### config.mk
export PLATFORM = sky130hd
export DESIGN_NAME = bms_top
export DESIGN_NICKNAME = d
export VERILOG_FILES = /design/src/hw/bms_pkg.sv /design/src/hw/bms_addr_dec.sv /design/src/hw/bms_sync3.sv /design/src/hw/bms_top.sv
export SDC_FILE = /design/constraint.sdc
export NUM_CORES = 1
export LEC_CHECK = 0
export BUFFER_PORTS_ARGS = -buffer_cell sky130_fd_sc_hd__buf_2
export CAP_MARGIN = 20
export CORE_ASPECT_RATIO = 0.8
export CORE_MARGIN = 5
export CORE_UTILIZATION = 35
export CTS_CLUSTER_DIAMETER = 120
export DETAILED_ROUTE_END_ITERATION = 8
export SLEW_MARGIN = 10
export SYNTH_ARGS = -nofsm -noshare
export SYNTH_HDL_FRONTEND = slang
export SYNTH_SLANG_ARGS = --single-unit
### constraint.sdc
create_clock -name sys_clk_in -period 5.98 [get_ports sys_clk_in]
set_clock_uncertainty 0.15 [all_clocks]
set_input_delay 1.196 -clock sys_clk_in [delete_from_list [all_inputs] [get_ports sys_clk_in]]
set_output_delay 1.196 -clock sys_clk_in [all_outputs]
set_load 0.02 [all_outputs]
### src/hw/bms_pkg.sv
// package: boot mode sequencer constants and carrier types
package bms_pkg;

	// ------------------------------------------------------------------
	// boot select encodings
	// ------------------------------------------------------------------
	localparam logic [3:0] BMS_SEL_NONE     = 4'h0;
	localparam logic [3:0] BMS_SEL_HOST_HPP = 4'h1;
	localparam logic [3:0] BMS_SEL_ROM8     = 4'h4;
	localparam logic [3:0] BMS_SEL_I2C_MST  = 4'h5;
	localparam logic [3:0] BMS_SEL_I2C_SLV  = 4'h6;
	localparam logic [3:0] BMS_SEL_HOST_PCI = 4'h7;

	// ------------------------------------------------------------------
	// fetch vectors
	// ------------------------------------------------------------------
	localparam logic [31:0] BMS_L2_ENTRY   = 32'h0080_0000;
	localparam logic [31:0] BMS_ROM_ENTRY  = 32'h0010_0000;
	localparam logic [31:0] BMS_CS3_ENTRY  = 32'hB000_0000;

	// ------------------------------------------------------------------
	// pll settings for pci boot
	// ------------------------------------------------------------------
	localparam logic [4:0] BMS_PLL_MULT_PCI   = 5'h0E;
	localparam logic [4:0] BMS_PLL_PLL_PREDIVIDER_REG_PCI = 5'h00;
	localparam logic [2:0] BMS_CFG_PINS_PCI   = 3'h0;

	// ------------------------------------------------------------------
	// address windows: base, mask of compared bits
	// ------------------------------------------------------------------
	localparam logic [31:0] BMS_PCI_BASE   = 32'h4000_0000;
	localparam logic [31:0] BMS_PCI_MASK   = 32'hF000_0000;
	localparam logic [31:0] BMS_ASYNC_BASE = 32'h7000_0000;
	localparam logic [31:0] BMS_DDRC_BASE  = 32'h7800_0000;
	localparam logic [31:0] BMS_CFG_MASK   = 32'hF800_0000;
	localparam logic [31:0] BMS_CS2_BASE   = 32'hA000_0000;
	localparam logic [31:0] BMS_CS_STEP    = 32'h1000_0000;
	localparam logic [31:0] BMS_CS_MASK    = 32'hFF80_0000;
	localparam logic [31:0] BMS_DDR_BASE   = 32'hE000_0000;
	localparam logic [31:0] BMS_DDR_MASK   = 32'hE000_0000;
	localparam logic [31:0] BMS_DSC_BASE   = 32'h02AC_0000;
	localparam logic [31:0] BMS_DSC_MASK   = 32'hFFFC_0000;
	localparam logic [31:0] BMS_PLL1_BASE  = 32'h029A_0000;
	localparam logic [31:0] BMS_PLL2_BASE  = 32'h029C_0000;
	localparam logic [31:0] BMS_PLL_MASK   = 32'hFFFF_FE00;
	localparam int          BMS_NUM_CS     = 4;

	// edges spent letting the strap synchronisers fill after reset
	localparam logic [1:0]  BMS_SETTLE_CYCLES = 2'h3;

	// ------------------------------------------------------------------
	// carrier types
	// ------------------------------------------------------------------
	typedef enum logic [2:0] {
		BMS_MODE_NONE,
		BMS_MODE_HOST_HPP,
		BMS_MODE_HOST_PCI,
		BMS_MODE_ROM8,
		BMS_MODE_I2C_MST,
		BMS_MODE_I2C_SLV,
		BMS_MODE_RSVD
	} bms_mode_t;

	typedef struct packed {
		logic                  pci;
		logic                  async_cfg;
		logic                  ddr_cfg;
		logic [BMS_NUM_CS-1:0] cs;
		logic                  ddr;
		logic                  blocked_cfg;
	} bms_dec_t;

	typedef struct packed {
		logic        cpu_reset;
		logic        cpu_stall;
		logic        cpu_idle_wait;
		logic [31:0] fetch_addr;
		logic        bootloader_run;
	} bms_cpu_t;

	typedef struct packed {
		logic [4:0] mult;
		logic [4:0] pll_predivider_reg;
		logic       load;
	} bms_pll_t;

endpackage

### src/hw/bms_addr_dec.sv
// registered upper system address decoder
`timescale 1ns/100ps
`default_nettype none
module bms_addr_dec
	import bms_pkg::*;
(
	input  wire logic        sys_clk_in,
	input  wire logic        sys_rst_in,
	input  wire logic [31:0] addr_in,
	output bms_pkg::bms_dec_t dec_out
);
	bms_dec_t dec_d;
	bms_dec_t dec_q;

	function automatic logic hit(input logic [31:0] a, input logic [31:0] base, input logic [31:0] mask);
		hit = ((a & mask) == (base & mask));
	endfunction

	assign dec_d.pci       = hit(addr_in, BMS_PCI_BASE, BMS_PCI_MASK);     // [RULE20]
	assign dec_d.async_cfg = hit(addr_in, BMS_ASYNC_BASE, BMS_CFG_MASK);   // [RULE21]
	assign dec_d.ddr_cfg   = hit(addr_in, BMS_DDRC_BASE, BMS_CFG_MASK);    // [RULE21]
	assign dec_d.ddr       = hit(addr_in, BMS_DDR_BASE, BMS_DDR_MASK);     // [RULE19]
	assign dec_d.blocked_cfg = hit(addr_in, BMS_DSC_BASE, BMS_DSC_MASK)
		| hit(addr_in, BMS_PLL1_BASE, BMS_PLL_MASK)
		| hit(addr_in, BMS_PLL2_BASE, BMS_PLL_MASK);

	// chip selects 2..5 only; 0 and 1 get no window
	genvar g;
	generate
		for (g = 0; g < BMS_NUM_CS; g++) begin : g_cs
			localparam logic [31:0] CS_BASE = BMS_CS2_BASE + 32'(g) * BMS_CS_STEP;
			assign dec_d.cs[g] = hit(addr_in, CS_BASE, BMS_CS_MASK); // [RULE18] [RULE22]
		end
	endgenerate

	assign dec_out = dec_q;

	always_ff @(posedge sys_clk_in or posedge sys_rst_in) begin
		if (sys_rst_in) begin
			dec_q <= '0;
		end else begin
			dec_q <= dec_d;
		end
	end
endmodule
`default_nettype wire

### src/hw/bms_sync3.sv
// three-stage synchroniser for pin inputs, change accepted when stages two and three agree
`timescale 1ns/100ps
`default_nettype none
module bms_sync3 #(
	parameter int WIDTH = 1
) (
	input  wire logic             sys_clk_in,
	input  wire logic             sys_rst_in,
	input  wire logic [WIDTH-1:0] pin_in,
	output logic      [WIDTH-1:0] level_out
);
	logic [WIDTH-1:0] s1_q;
	logic [WIDTH-1:0] s2_q;
	logic [WIDTH-1:0] s3_q;
	logic [WIDTH-1:0] lvl_q;
	logic [WIDTH-1:0] lvl_d;

	// a zero-width synchroniser has nothing to carry
	if (WIDTH < 1) begin : g_width_check
		$error("bms_sync3: WIDTH must be at least 1");
	end

	assign lvl_d     = (s2_q == s3_q) ? s3_q : lvl_q;
	assign level_out = lvl_q;

	always_ff @(posedge sys_clk_in or posedge sys_rst_in) begin
		if (sys_rst_in) begin
			s1_q  <= '0;
			s2_q  <= '0;
			s3_q  <= '0;
			lvl_q <= '0;
		end else begin
			s1_q  <= pin_in;
			s2_q  <= s1_q;
			s3_q  <= s2_q;
			lvl_q <= lvl_d;
		end
	end
endmodule
`default_nettype wire

### src/hw/bms_top.sv
// boot mode sequencer: boot select capture, cpu release, host gating, decode
// Behaviour
// [RULE1] boot starts by itself after every reset
// [RULE2] select 0000b runs from L2 at 0x800000
// [RULE3] host boot stalls CPU, releases rest
// [RULE4] host boot blocks state-control and PLL accesses
// [RULE5] host interrupt releases stall, fetch at 0x800000
// [RULE6] host interrupt latched in DMA event bit 0
// [RULE7] no new host interrupts until flag cleared
// [RULE8] board selects HPP or PCI by pin; code takes the mode from the select code and only checks the pin
// [RULE9] host-port boot holds CPU in reset
// [RULE10] PCI boot CPU idles until host interrupt
// [RULE11] PCI boot sets PLL multiply fifteen
// [RULE12] board drives config pins 000b, clock limit
// [RULE13] keep CPU below 750 MHz from ROM
// [RULE14] bootloader lives in ROM at 0x00100000
// [RULE15] select 0100b executes from 8-bit CS3 ROM
// [RULE16] select 0101b runs I2C master boot
// [RULE17] select 0110b runs I2C slave boot
// [RULE18] chip selects 2-5 as 8M windows
// [RULE19] DDR 512M window at E0000000
// [RULE20] PCI 256M window at 40000000
// [RULE21] config regions at 70000000 and 78000000
// [RULE22] no windows for chip selects 0,1
// [RULE23] other select codes are reserved
`timescale 1ns/100ps
`default_nettype none
module bms_top
	import bms_pkg::*;
(
	input  wire logic              sys_clk_in,
	input  wire logic              sys_rst_in,
	input  wire logic [3:0]        boot_select_pins_in,
	input  wire logic              pci_select_pin_in,
	input  wire logic [2:0]        general_config_pins_in,
	input  wire logic              host_to_cpu_interrupt_in,
	input  wire logic              host_irq_flag_clear_in,
	input  wire logic              dma_event_clear_in,
	input  wire logic              host_access_in,
	input  wire logic [31:0]       host_addr_in,
	input  wire logic [31:0]       sys_addr_in,
	output bms_pkg::bms_cpu_t      cpu_ctrl_out,
	output bms_pkg::bms_pll_t      pll_ctrl_out,
	output bms_pkg::bms_dec_t      dec_out,
	output bms_pkg::bms_mode_t     boot_mode_out,
	output logic                   boot_done_out,
	output logic                   host_access_grant_out,
	output logic                   host_access_block_out,
	output logic                   host_irq_flag_out,
	output logic                   dma_event0_out,
	output logic                   config_error_out
);

	// ------------------------------------------------------------------
	// pin synchronisers
	// ------------------------------------------------------------------
	logic [3:0] sel_sync;
	logic       pcisel_sync;
	logic [2:0] cfg_sync;
	logic       hirq_sync;

	// interrupt kept apart so strap jitter never delays it
	bms_sync3 #(.WIDTH(8)) u_sync (
		.sys_clk_in (sys_clk_in),
		.sys_rst_in (sys_rst_in),
		.pin_in     ({boot_select_pins_in, pci_select_pin_in, general_config_pins_in}),
		.level_out  ({sel_sync, pcisel_sync, cfg_sync})
	);

	bms_sync3 #(.WIDTH(1)) u_irq_sync (
		.sys_clk_in (sys_clk_in),
		.sys_rst_in (sys_rst_in),
		.pin_in     (host_to_cpu_interrupt_in),
		.level_out  (hirq_sync)
	);

	// ------------------------------------------------------------------
	// host-side and system address decode
	// ------------------------------------------------------------------
	bms_dec_t host_dec;

	bms_addr_dec u_host_dec (
		.sys_clk_in (sys_clk_in),
		.sys_rst_in (sys_rst_in),
		.addr_in    (host_addr_in),
		.dec_out    (host_dec)
	);

	bms_addr_dec u_sys_dec (
		.sys_clk_in (sys_clk_in),
		.sys_rst_in (sys_rst_in),
		.addr_in    (sys_addr_in),
		.dec_out    (dec_out)
	);

	// ------------------------------------------------------------------
	// mode decode
	// ------------------------------------------------------------------
	function automatic bms_mode_t decode_mode(input logic [3:0] sel);
		unique case (sel)
			BMS_SEL_NONE:     decode_mode = BMS_MODE_NONE;
			BMS_SEL_HOST_HPP: decode_mode = BMS_MODE_HOST_HPP;
			BMS_SEL_HOST_PCI: decode_mode = BMS_MODE_HOST_PCI;
			BMS_SEL_ROM8:     decode_mode = BMS_MODE_ROM8;
			BMS_SEL_I2C_MST:  decode_mode = BMS_MODE_I2C_MST;
			BMS_SEL_I2C_SLV:  decode_mode = BMS_MODE_I2C_SLV;
			default:          decode_mode = BMS_MODE_RSVD; // [RULE23]
		endcase
	endfunction

	// ------------------------------------------------------------------
	// sequencer
	// ------------------------------------------------------------------
	typedef enum logic [2:0] {
		ST_SETTLE,
		ST_SAMPLE,
		ST_HOST_WAIT,
		ST_RUN,
		ST_HALT
	} bms_state_t;

	bms_state_t state_q;
	bms_state_t state_d;
	bms_mode_t  mode_q;
	bms_mode_t  mode_d;
	logic [1:0] settle_q;
	logic [1:0] settle_d;
	logic       hirq_prev_q;
	logic       hirq_rise;
	logic       flag_q;
	logic       flag_d;
	logic       evt_q;
	logic       evt_d;
	logic       irq_take;
	logic       cfg_err_q;
	logic       cfg_err_d;
	logic       is_host;
	bms_mode_t  sampled_mode;
	bms_cpu_t   cpu_q;
	bms_cpu_t   cpu_d;
	bms_pll_t   pll_q;
	bms_pll_t   pll_d;
	logic       grant_q;
	logic       block_q;
	logic       acc_q;
	logic       grant_d;
	logic       block_d;
	logic       done_q;
	logic       done_d;

	assign sampled_mode = decode_mode(sel_sync);
	assign is_host      = (mode_q == BMS_MODE_HOST_HPP) || (mode_q == BMS_MODE_HOST_PCI);
	assign hirq_rise    = hirq_sync & ~hirq_prev_q;
	// flag still set refuses new host interrupts
	assign irq_take     = hirq_rise & ~flag_q; // [RULE7]

	// set wins over clear
	assign flag_d = irq_take | (flag_q & ~host_irq_flag_clear_in); // [RULE7]
	assign evt_d  = irq_take | (evt_q & ~dma_event_clear_in);       // [RULE6]

	assign settle_d = (state_q == ST_SETTLE) ? settle_q - 2'h1 : settle_q;

	always_comb begin
		state_d   = state_q;
		mode_d    = mode_q;
		cfg_err_d = cfg_err_q;
		unique case (state_q)
			ST_SETTLE: begin
				// boot starts on reset release without a command
				if (settle_q == 2'h0) begin // [RULE1]
					state_d = ST_SAMPLE;
				end
			end
			ST_SAMPLE: begin
				mode_d = sampled_mode;
				// pci select pin must agree with the host mode chosen
				cfg_err_d = ((sampled_mode == BMS_MODE_HOST_HPP) && pcisel_sync)
					|| ((sampled_mode == BMS_MODE_HOST_PCI)
						&& (!pcisel_sync || (cfg_sync != BMS_CFG_PINS_PCI))); // [RULE8] [RULE12]
				if (sampled_mode == BMS_MODE_RSVD) begin
					state_d = ST_HALT; // [RULE23]
				end else if ((sampled_mode == BMS_MODE_HOST_HPP) || (sampled_mode == BMS_MODE_HOST_PCI)) begin
					state_d = ST_HOST_WAIT; // [RULE3]
				end else begin
					state_d = ST_RUN;
				end
			end
			ST_HOST_WAIT: begin
				if (irq_take) begin
					state_d = ST_RUN; // [RULE5]
				end
			end
			ST_RUN: begin
				state_d = ST_RUN;
			end
			ST_HALT: begin
				state_d = ST_HALT;
			end
		endcase
	end

	// ------------------------------------------------------------------
	// cpu control per mode
	// ------------------------------------------------------------------
	always_comb begin
		cpu_d = '0;
		cpu_d.cpu_reset = 1'b1;
		unique case (state_d)
			ST_SETTLE, ST_SAMPLE, ST_HALT: begin
				cpu_d.cpu_reset = 1'b1;
			end
			ST_HOST_WAIT: begin
				cpu_d.cpu_stall = 1'b1; // [RULE3]
				if (mode_d == BMS_MODE_HOST_HPP) begin
					cpu_d.cpu_reset = 1'b1; // [RULE9]
				end else begin
					cpu_d.cpu_reset     = 1'b0;
					cpu_d.cpu_idle_wait = 1'b1; // [RULE10]
					cpu_d.fetch_addr    = BMS_ROM_ENTRY;
					cpu_d.bootloader_run = 1'b1;
				end
			end
			ST_RUN: begin
				cpu_d.cpu_reset = 1'b0;
				unique case (mode_d)
					BMS_MODE_ROM8: begin
						cpu_d.fetch_addr = BMS_CS3_ENTRY; // [RULE15]
					end
					BMS_MODE_I2C_MST, BMS_MODE_I2C_SLV: begin
						cpu_d.fetch_addr     = BMS_ROM_ENTRY; // [RULE14] [RULE16] [RULE17]
						cpu_d.bootloader_run = 1'b1;
					end
					default: begin
						cpu_d.fetch_addr = BMS_L2_ENTRY; // [RULE2] [RULE5]
					end
				endcase
			end
		endcase
	end

	// pci boot loads pll multiply by fifteen, predivide by one
	always_comb begin
		pll_d = pll_q;
		if ((state_q == ST_SAMPLE) && (sampled_mode == BMS_MODE_HOST_PCI)) begin
			pll_d.mult   = BMS_PLL_MULT_PCI;   // [RULE11] [RULE13]
			pll_d.pll_predivider_reg = BMS_PLL_PLL_PREDIVIDER_REG_PCI; // [RULE11]
			pll_d.load   = 1'b1;
		end else begin
			pll_d.load = 1'b0;
		end
	end

	// host access gating, registered one cycle behind the decode
	assign block_d = acc_q & is_host & host_dec.blocked_cfg; // [RULE4]
	assign grant_d = acc_q & ~block_d;                        // [RULE4]

	// done registered alongside the state so the output is a flop
	assign done_d  = (state_d == ST_RUN);

	// ------------------------------------------------------------------
	// registers
	// ------------------------------------------------------------------
	always_ff @(posedge sys_clk_in or posedge sys_rst_in) begin
		if (sys_rst_in) begin
			state_q     <= ST_SETTLE;
			mode_q      <= BMS_MODE_NONE;
			settle_q    <= BMS_SETTLE_CYCLES;
			hirq_prev_q <= 1'b0;
			flag_q      <= 1'b0;
			evt_q       <= 1'b0;
			cfg_err_q   <= 1'b0;
			cpu_q       <= '{cpu_reset: 1'b1, default: '0};
			pll_q       <= '0;
			acc_q       <= 1'b0;
			grant_q     <= 1'b0;
			block_q     <= 1'b0;
			done_q      <= 1'b0;
		end else begin
			state_q     <= state_d;
			mode_q      <= mode_d;
			settle_q    <= settle_d;
			hirq_prev_q <= hirq_sync;
			flag_q      <= flag_d;
			evt_q       <= evt_d;
			cfg_err_q   <= cfg_err_d;
			cpu_q       <= cpu_d;
			pll_q       <= pll_d;
			acc_q       <= host_access_in;
			grant_q     <= grant_d;
			block_q     <= block_d;
			done_q      <= done_d;
		end
	end

	assign cpu_ctrl_out          = cpu_q;
	assign pll_ctrl_out          = pll_q;
	assign boot_mode_out         = mode_q;
	assign boot_done_out         = done_q;
	assign host_access_grant_out = grant_q;
	assign host_access_block_out = block_q;
	assign host_irq_flag_out     = flag_q;
	assign dma_event0_out        = evt_q;
	assign config_error_out      = cfg_err_q;

endmodule
`default_nettype wire
Word level (Yosys, flattened, before mapping):

Cells that the tools add are included.

* register bits after elaboration: 100
* output and inout port bits: 65
* logic and storage cells: 120

* equal/unequal tests: 38
* bitwise gates (word level): 18
* reduce and logical (&&, ||, !) cells: 15
* $add $sub $neg: 1
* muxes and demuxes: 15

Operator list (count)
* 23-bit by 17-bit == test with 1-bit output (second input constant): 4
* 33-bit one-hot mux with 2 select lines: 1
* 32-bit one-hot mux with 2 select lines: 1
* 9-bit == test (second input constant): 4
* 34-bit two-way mux: 1
* 14-bit by 8-bit == test with 1-bit output (second input constant): 2
* 3-bit by 2-bit == test with 1-bit output (second input constant): 7
* 4-bit by 3-bit == test with 1-bit output (second input constant): 5
* 3-bit == test (second input constant): 6
* 3-bit one-hot mux with 6 select lines: 1
* 3-bit by 1-bit == test with 1-bit output (second input constant): 5
* 3-bit one-hot mux with 5 select lines: 1
* 3-bit two-way mux: 4
* 5-bit by 4-bit == test with 1-bit output (second input constant): 2
* 8-bit == test: 1
* 1-bit bitwise AND: 7
* 3-bit zero test: 2
* 1-bit bitwise OR: 6
* 1-bit inverter: 5
* 4-bit by 1-bit == test with 1-bit output (second input constant): 1
* 4-bit zero test: 1
* 1-bit logical OR: 4
* 1-bit two-way mux: 4
* 1-bit logical AND: 3
* other kinds (9): 9

Logic depth before layout (Yosys ltp):

* depth in word-level cells: 10
* gate-level depth with buffers: 7

Cells and area by module:

From an unflattened synthesis, not the netlist that was laid out.

* cell total of the unflattened synthesis: 274
* area, all modules: 3328.2 sq um

By module, submodules not included
* bms_top: cells an instance 144, area an instance 1411.4 sq um, instances 1
* bms_sync3 at u_sync: cells an instance 52, area an instance 980.9 sq um, instances 1
* bms_addr_dec: cells an instance 36, area an instance 410.4 sq um, instances 2
* bms_sync3 at u_irq_sync: cells an instance 6, area an instance 115.1 sq um, instances 1

Least setup slack after synthesis:

OpenSTA, ideal clock, no wires.

* kind: input to register
* start point: input port sys_addr_in[24]
* end point: register u_sys_dec.dec_q, in the netlist u_sys_dec.dec_out[5]
* required time: 5.742 ns
* arrival time: 2.340 ns
* slack: 3.402 ns
* stages: 5
* library setup time: 0.088 ns
* buffers on the path: 0
* cell sequence: or3_1 > or4b_1 > inv_1 > nand2_1 > nor3b_1

RTL lines
* start: declaration: line bms_top.sv:41 `input wire logic [31:0] sys_addr_in,`
* end signal: assignment: line bms_addr_dec.sv:40 `dec_q <= '0;`
* end signal: assignment: line bms_addr_dec.sv:42 `dec_q <= dec_d;`
* end: declaration: line bms_addr_dec.sv:13 `bms_dec_t dec_q;`

==> impl_metrics.ini <==
[clock_network]
cts_tree = built
clk_latency_ns = 0.33
cts-resized-gates = 0
clock_sinks = 71
cts_buffers = 9
clkTransAtPathRegs_ns = 0.07
cts_setup_buffers = 0
max-clock-path-buffers = 2
cts_hold_buf = 0
ctsHtreeMaxLevel = 3
cts-root-buf = clkbuf_8

[sta]
period_share_pct = 40.63
relSlewSlack_pct = 43.23
slew_violations = 0
tightest_slew_ns = 0.8515
min_period_ns = 2.430
hold_violations = 0
fmax_mhz = 411.5
finalSetupViolations = 0
tns_ns = 0
rsz0062_at_grt = false

[run]
maxCapViolCount = 0

[critical_path]
crit_family = simple AND/OR/NAND/NOR gates
worstSetupPathType = in2reg
r2r-start = state_q[0]
ff2ff_path_depth = 5
r2r_setup_slack_ns = 4.04
crit_chain = buf_2, or3_1, or4b_1, inv_1, nand2_1, nor3b_1
crit_path_top_delay_cell = or4b_1
r2r-end = cpu_ctrl_out[0]
crit_path_end_kind = flop
startpoint_type = input pin
cp_num_buf_inv = 2
crit_fanout = 3
cp_slowest_stage_delay_ns = 0.54
arrival_ns = 2.52
cp_data_required_time_ns = 6.08

[detailed_routing]
remaining_drc_errors = 0
routed_wl_microns = 5233
viasPerCell = 4.175
first_iter_violations = 56
ant_nets = 0
vias = 1912
wl_per_cell_microns = 11.43
firstDrtPassIters = 4

[global_routing]
grt_overflow = 0
grt_pass1_vias = 2016
antenna_found_initial = 0
grt_pass1_wl_microns = 9080
grt_use_total_pct = 10.63
grt_start_max_net_pins = 72

[worst_hold_path]
hold_start = u_sync.s1_q[6]
hp-class = reg2reg
hold_depth = 0
min_to = u_sync.s2_q[6]

[yosys]
yosys_register_bits = 71
yosys.cell_types.count = 46
synth_edf_count = 0
netlist_area_sq_um = 2995
yosysWarnings = 0
async_flop_share_pct = 100.0
ys.flop_type = dfrtp_1
ys_seq_area_share_pct = 59.44
syn_inst = 249
avgSynthCellArea_sq_um = 12.03

[layout]
layout-drive-gt1-share_pct = 36.99
area_growth_pct = 20.09
final_area_sq_um = 3597
diodes = 0
final_common_cell = buf_2
mostFrequentLayoutCells = buf_2, dfrtp_1, conb_1
fin_nets = 420

[floorplanning]
fp.dieW_microns = 113.4
die_h_microns = 92.75
core_sq_um = 8408
io_pins = 143
start_util_pct = 35.63
rows = 30
die_area_sq_um = 10520

[pwr]
p_per_area_nw_per_um2 = 281.9
p_leak_uw = 0.001862
total_power_uw = 1014
max-vdd-ir-drop_uv = 148.4

[placed_design]
place.gp.congestion = 0.7163
io_buffers = 90
dpl.hpwl_microns = 4066
place_area_sq_um = 3382

[status]
status = completed
-- power breakdown --
part,total [uW],switching (uW),leakage [uW],internal [uW]
Clock,393,174,0.000107,219
Sequential,521,18.3,0.000882,502
Combinational,99.9,59.8,0.000873,40.1
Total,1010,253,0.00186,761
-- registers in the layout, summed over array words and instances (netlist names), 2 cells and up --
signal and cells:
settle_q 2, pll_ctrl_out 2, u_sync.s2_q 8, u_sync.level_out 8, u_sync.s1_q 8, u_sys_dec.dec_out 9
cpu_ctrl_out 7, state_q 3, u_sync.s3_q 8, boot_mode_out 3
-- cells by family after synthesis --
kind of cell | count (synthesis) | synth area share [%]
adder cells (fa/ha/maj) | 2 | 0.7518
AO/OA/AOI/OAI | 30 | 6.433
AND/OR/NAND/NOR | 67 | 13.49
XOR/XNOR | 13 | 3.801
multiplexers | 8 | 3.008
flip-flops | 71 | 59.44
other | 1 | 0.1252
buffers and inverters | 57 | 12.95
-- layer usage --
layer / GRT usage [%] / vias up / part of all wire [%]
li1: - / 954 / -
met1: 13.61 / 881 / 44
met2: 16.72 / 75 / 47
met3: 4.246 / 2 / 8.3
met4: 3.003 / 0 / 0.48
met5: 0 / - / 0
-- layout make-up --
cell class / count / area, sq um
Fill cell: 839 / 4811
Inverter: 14 / 52.55
Timing Repair Buffer: 91 / 457.9
Clock buffer: 11 / 151.4
Multi-Input combinational cell: 154 / 950.9
Tap cell: 112 / 140.1
Sequential cell: 71 / 1780
Clock inverter: 5 / 63.81
-- worst max path at each step --
stage                    startpoint  slack [ns]              endpoint  cells after the start
floorplan                sys_rst_in        2.84                 acc_q                      1
global placement    sys_addr_in[27]        3.21  u_sys_dec.dec_out[5]                      6
detailed placement  sys_addr_in[27]        3.22  u_sys_dec.dec_out[5]                      6
CTS                 sys_addr_in[27]        3.57  u_sys_dec.dec_out[5]                      6
global route        sys_addr_in[27]        3.49  u_sys_dec.dec_out[5]                      6
finish              sys_addr_in[27]        3.55  u_sys_dec.dec_out[5]                      6
-- metrics by stage --
stage,std cells,utilization [%],hold slack (ns),worst slack (ns)
CTS,458,42.78,0.1983,3.572
finish,458,42.78,0.1997,3.550
detailed placement,442,40.22,0.1847,3.223
global route,458,42.78,0.2137,3.494
floorplan,282,-,0.1812,2.842
global placement,442,40.22,0.1837,3.214
-- synthesized netlist by cell type, types with 6 or more instances --
| library cell | count | area, sq um |
|---|---|---|
| buf_4 | 38 | 285.3 |
| xor2_1 | 10 | 87.58 |
| mux2_2 | 8 | 90.09 |
| dfrtp_1 | 68 | 1702 |
| a21oi_1 | 6 | 30.03 |
| nor3_1 | 12 | 60.06 |
| nand2_1 | 10 | 37.54 |
| o21ai_0 | 9 | 45.04 |
| nand2b_1 | 6 | 37.54 |
| nor2_1 | 10 | 37.54 |
| inv_1 | 14 | 52.55 |
| nor4_1 | 6 | 37.54 |
Power figures use the tool's default switching activity.
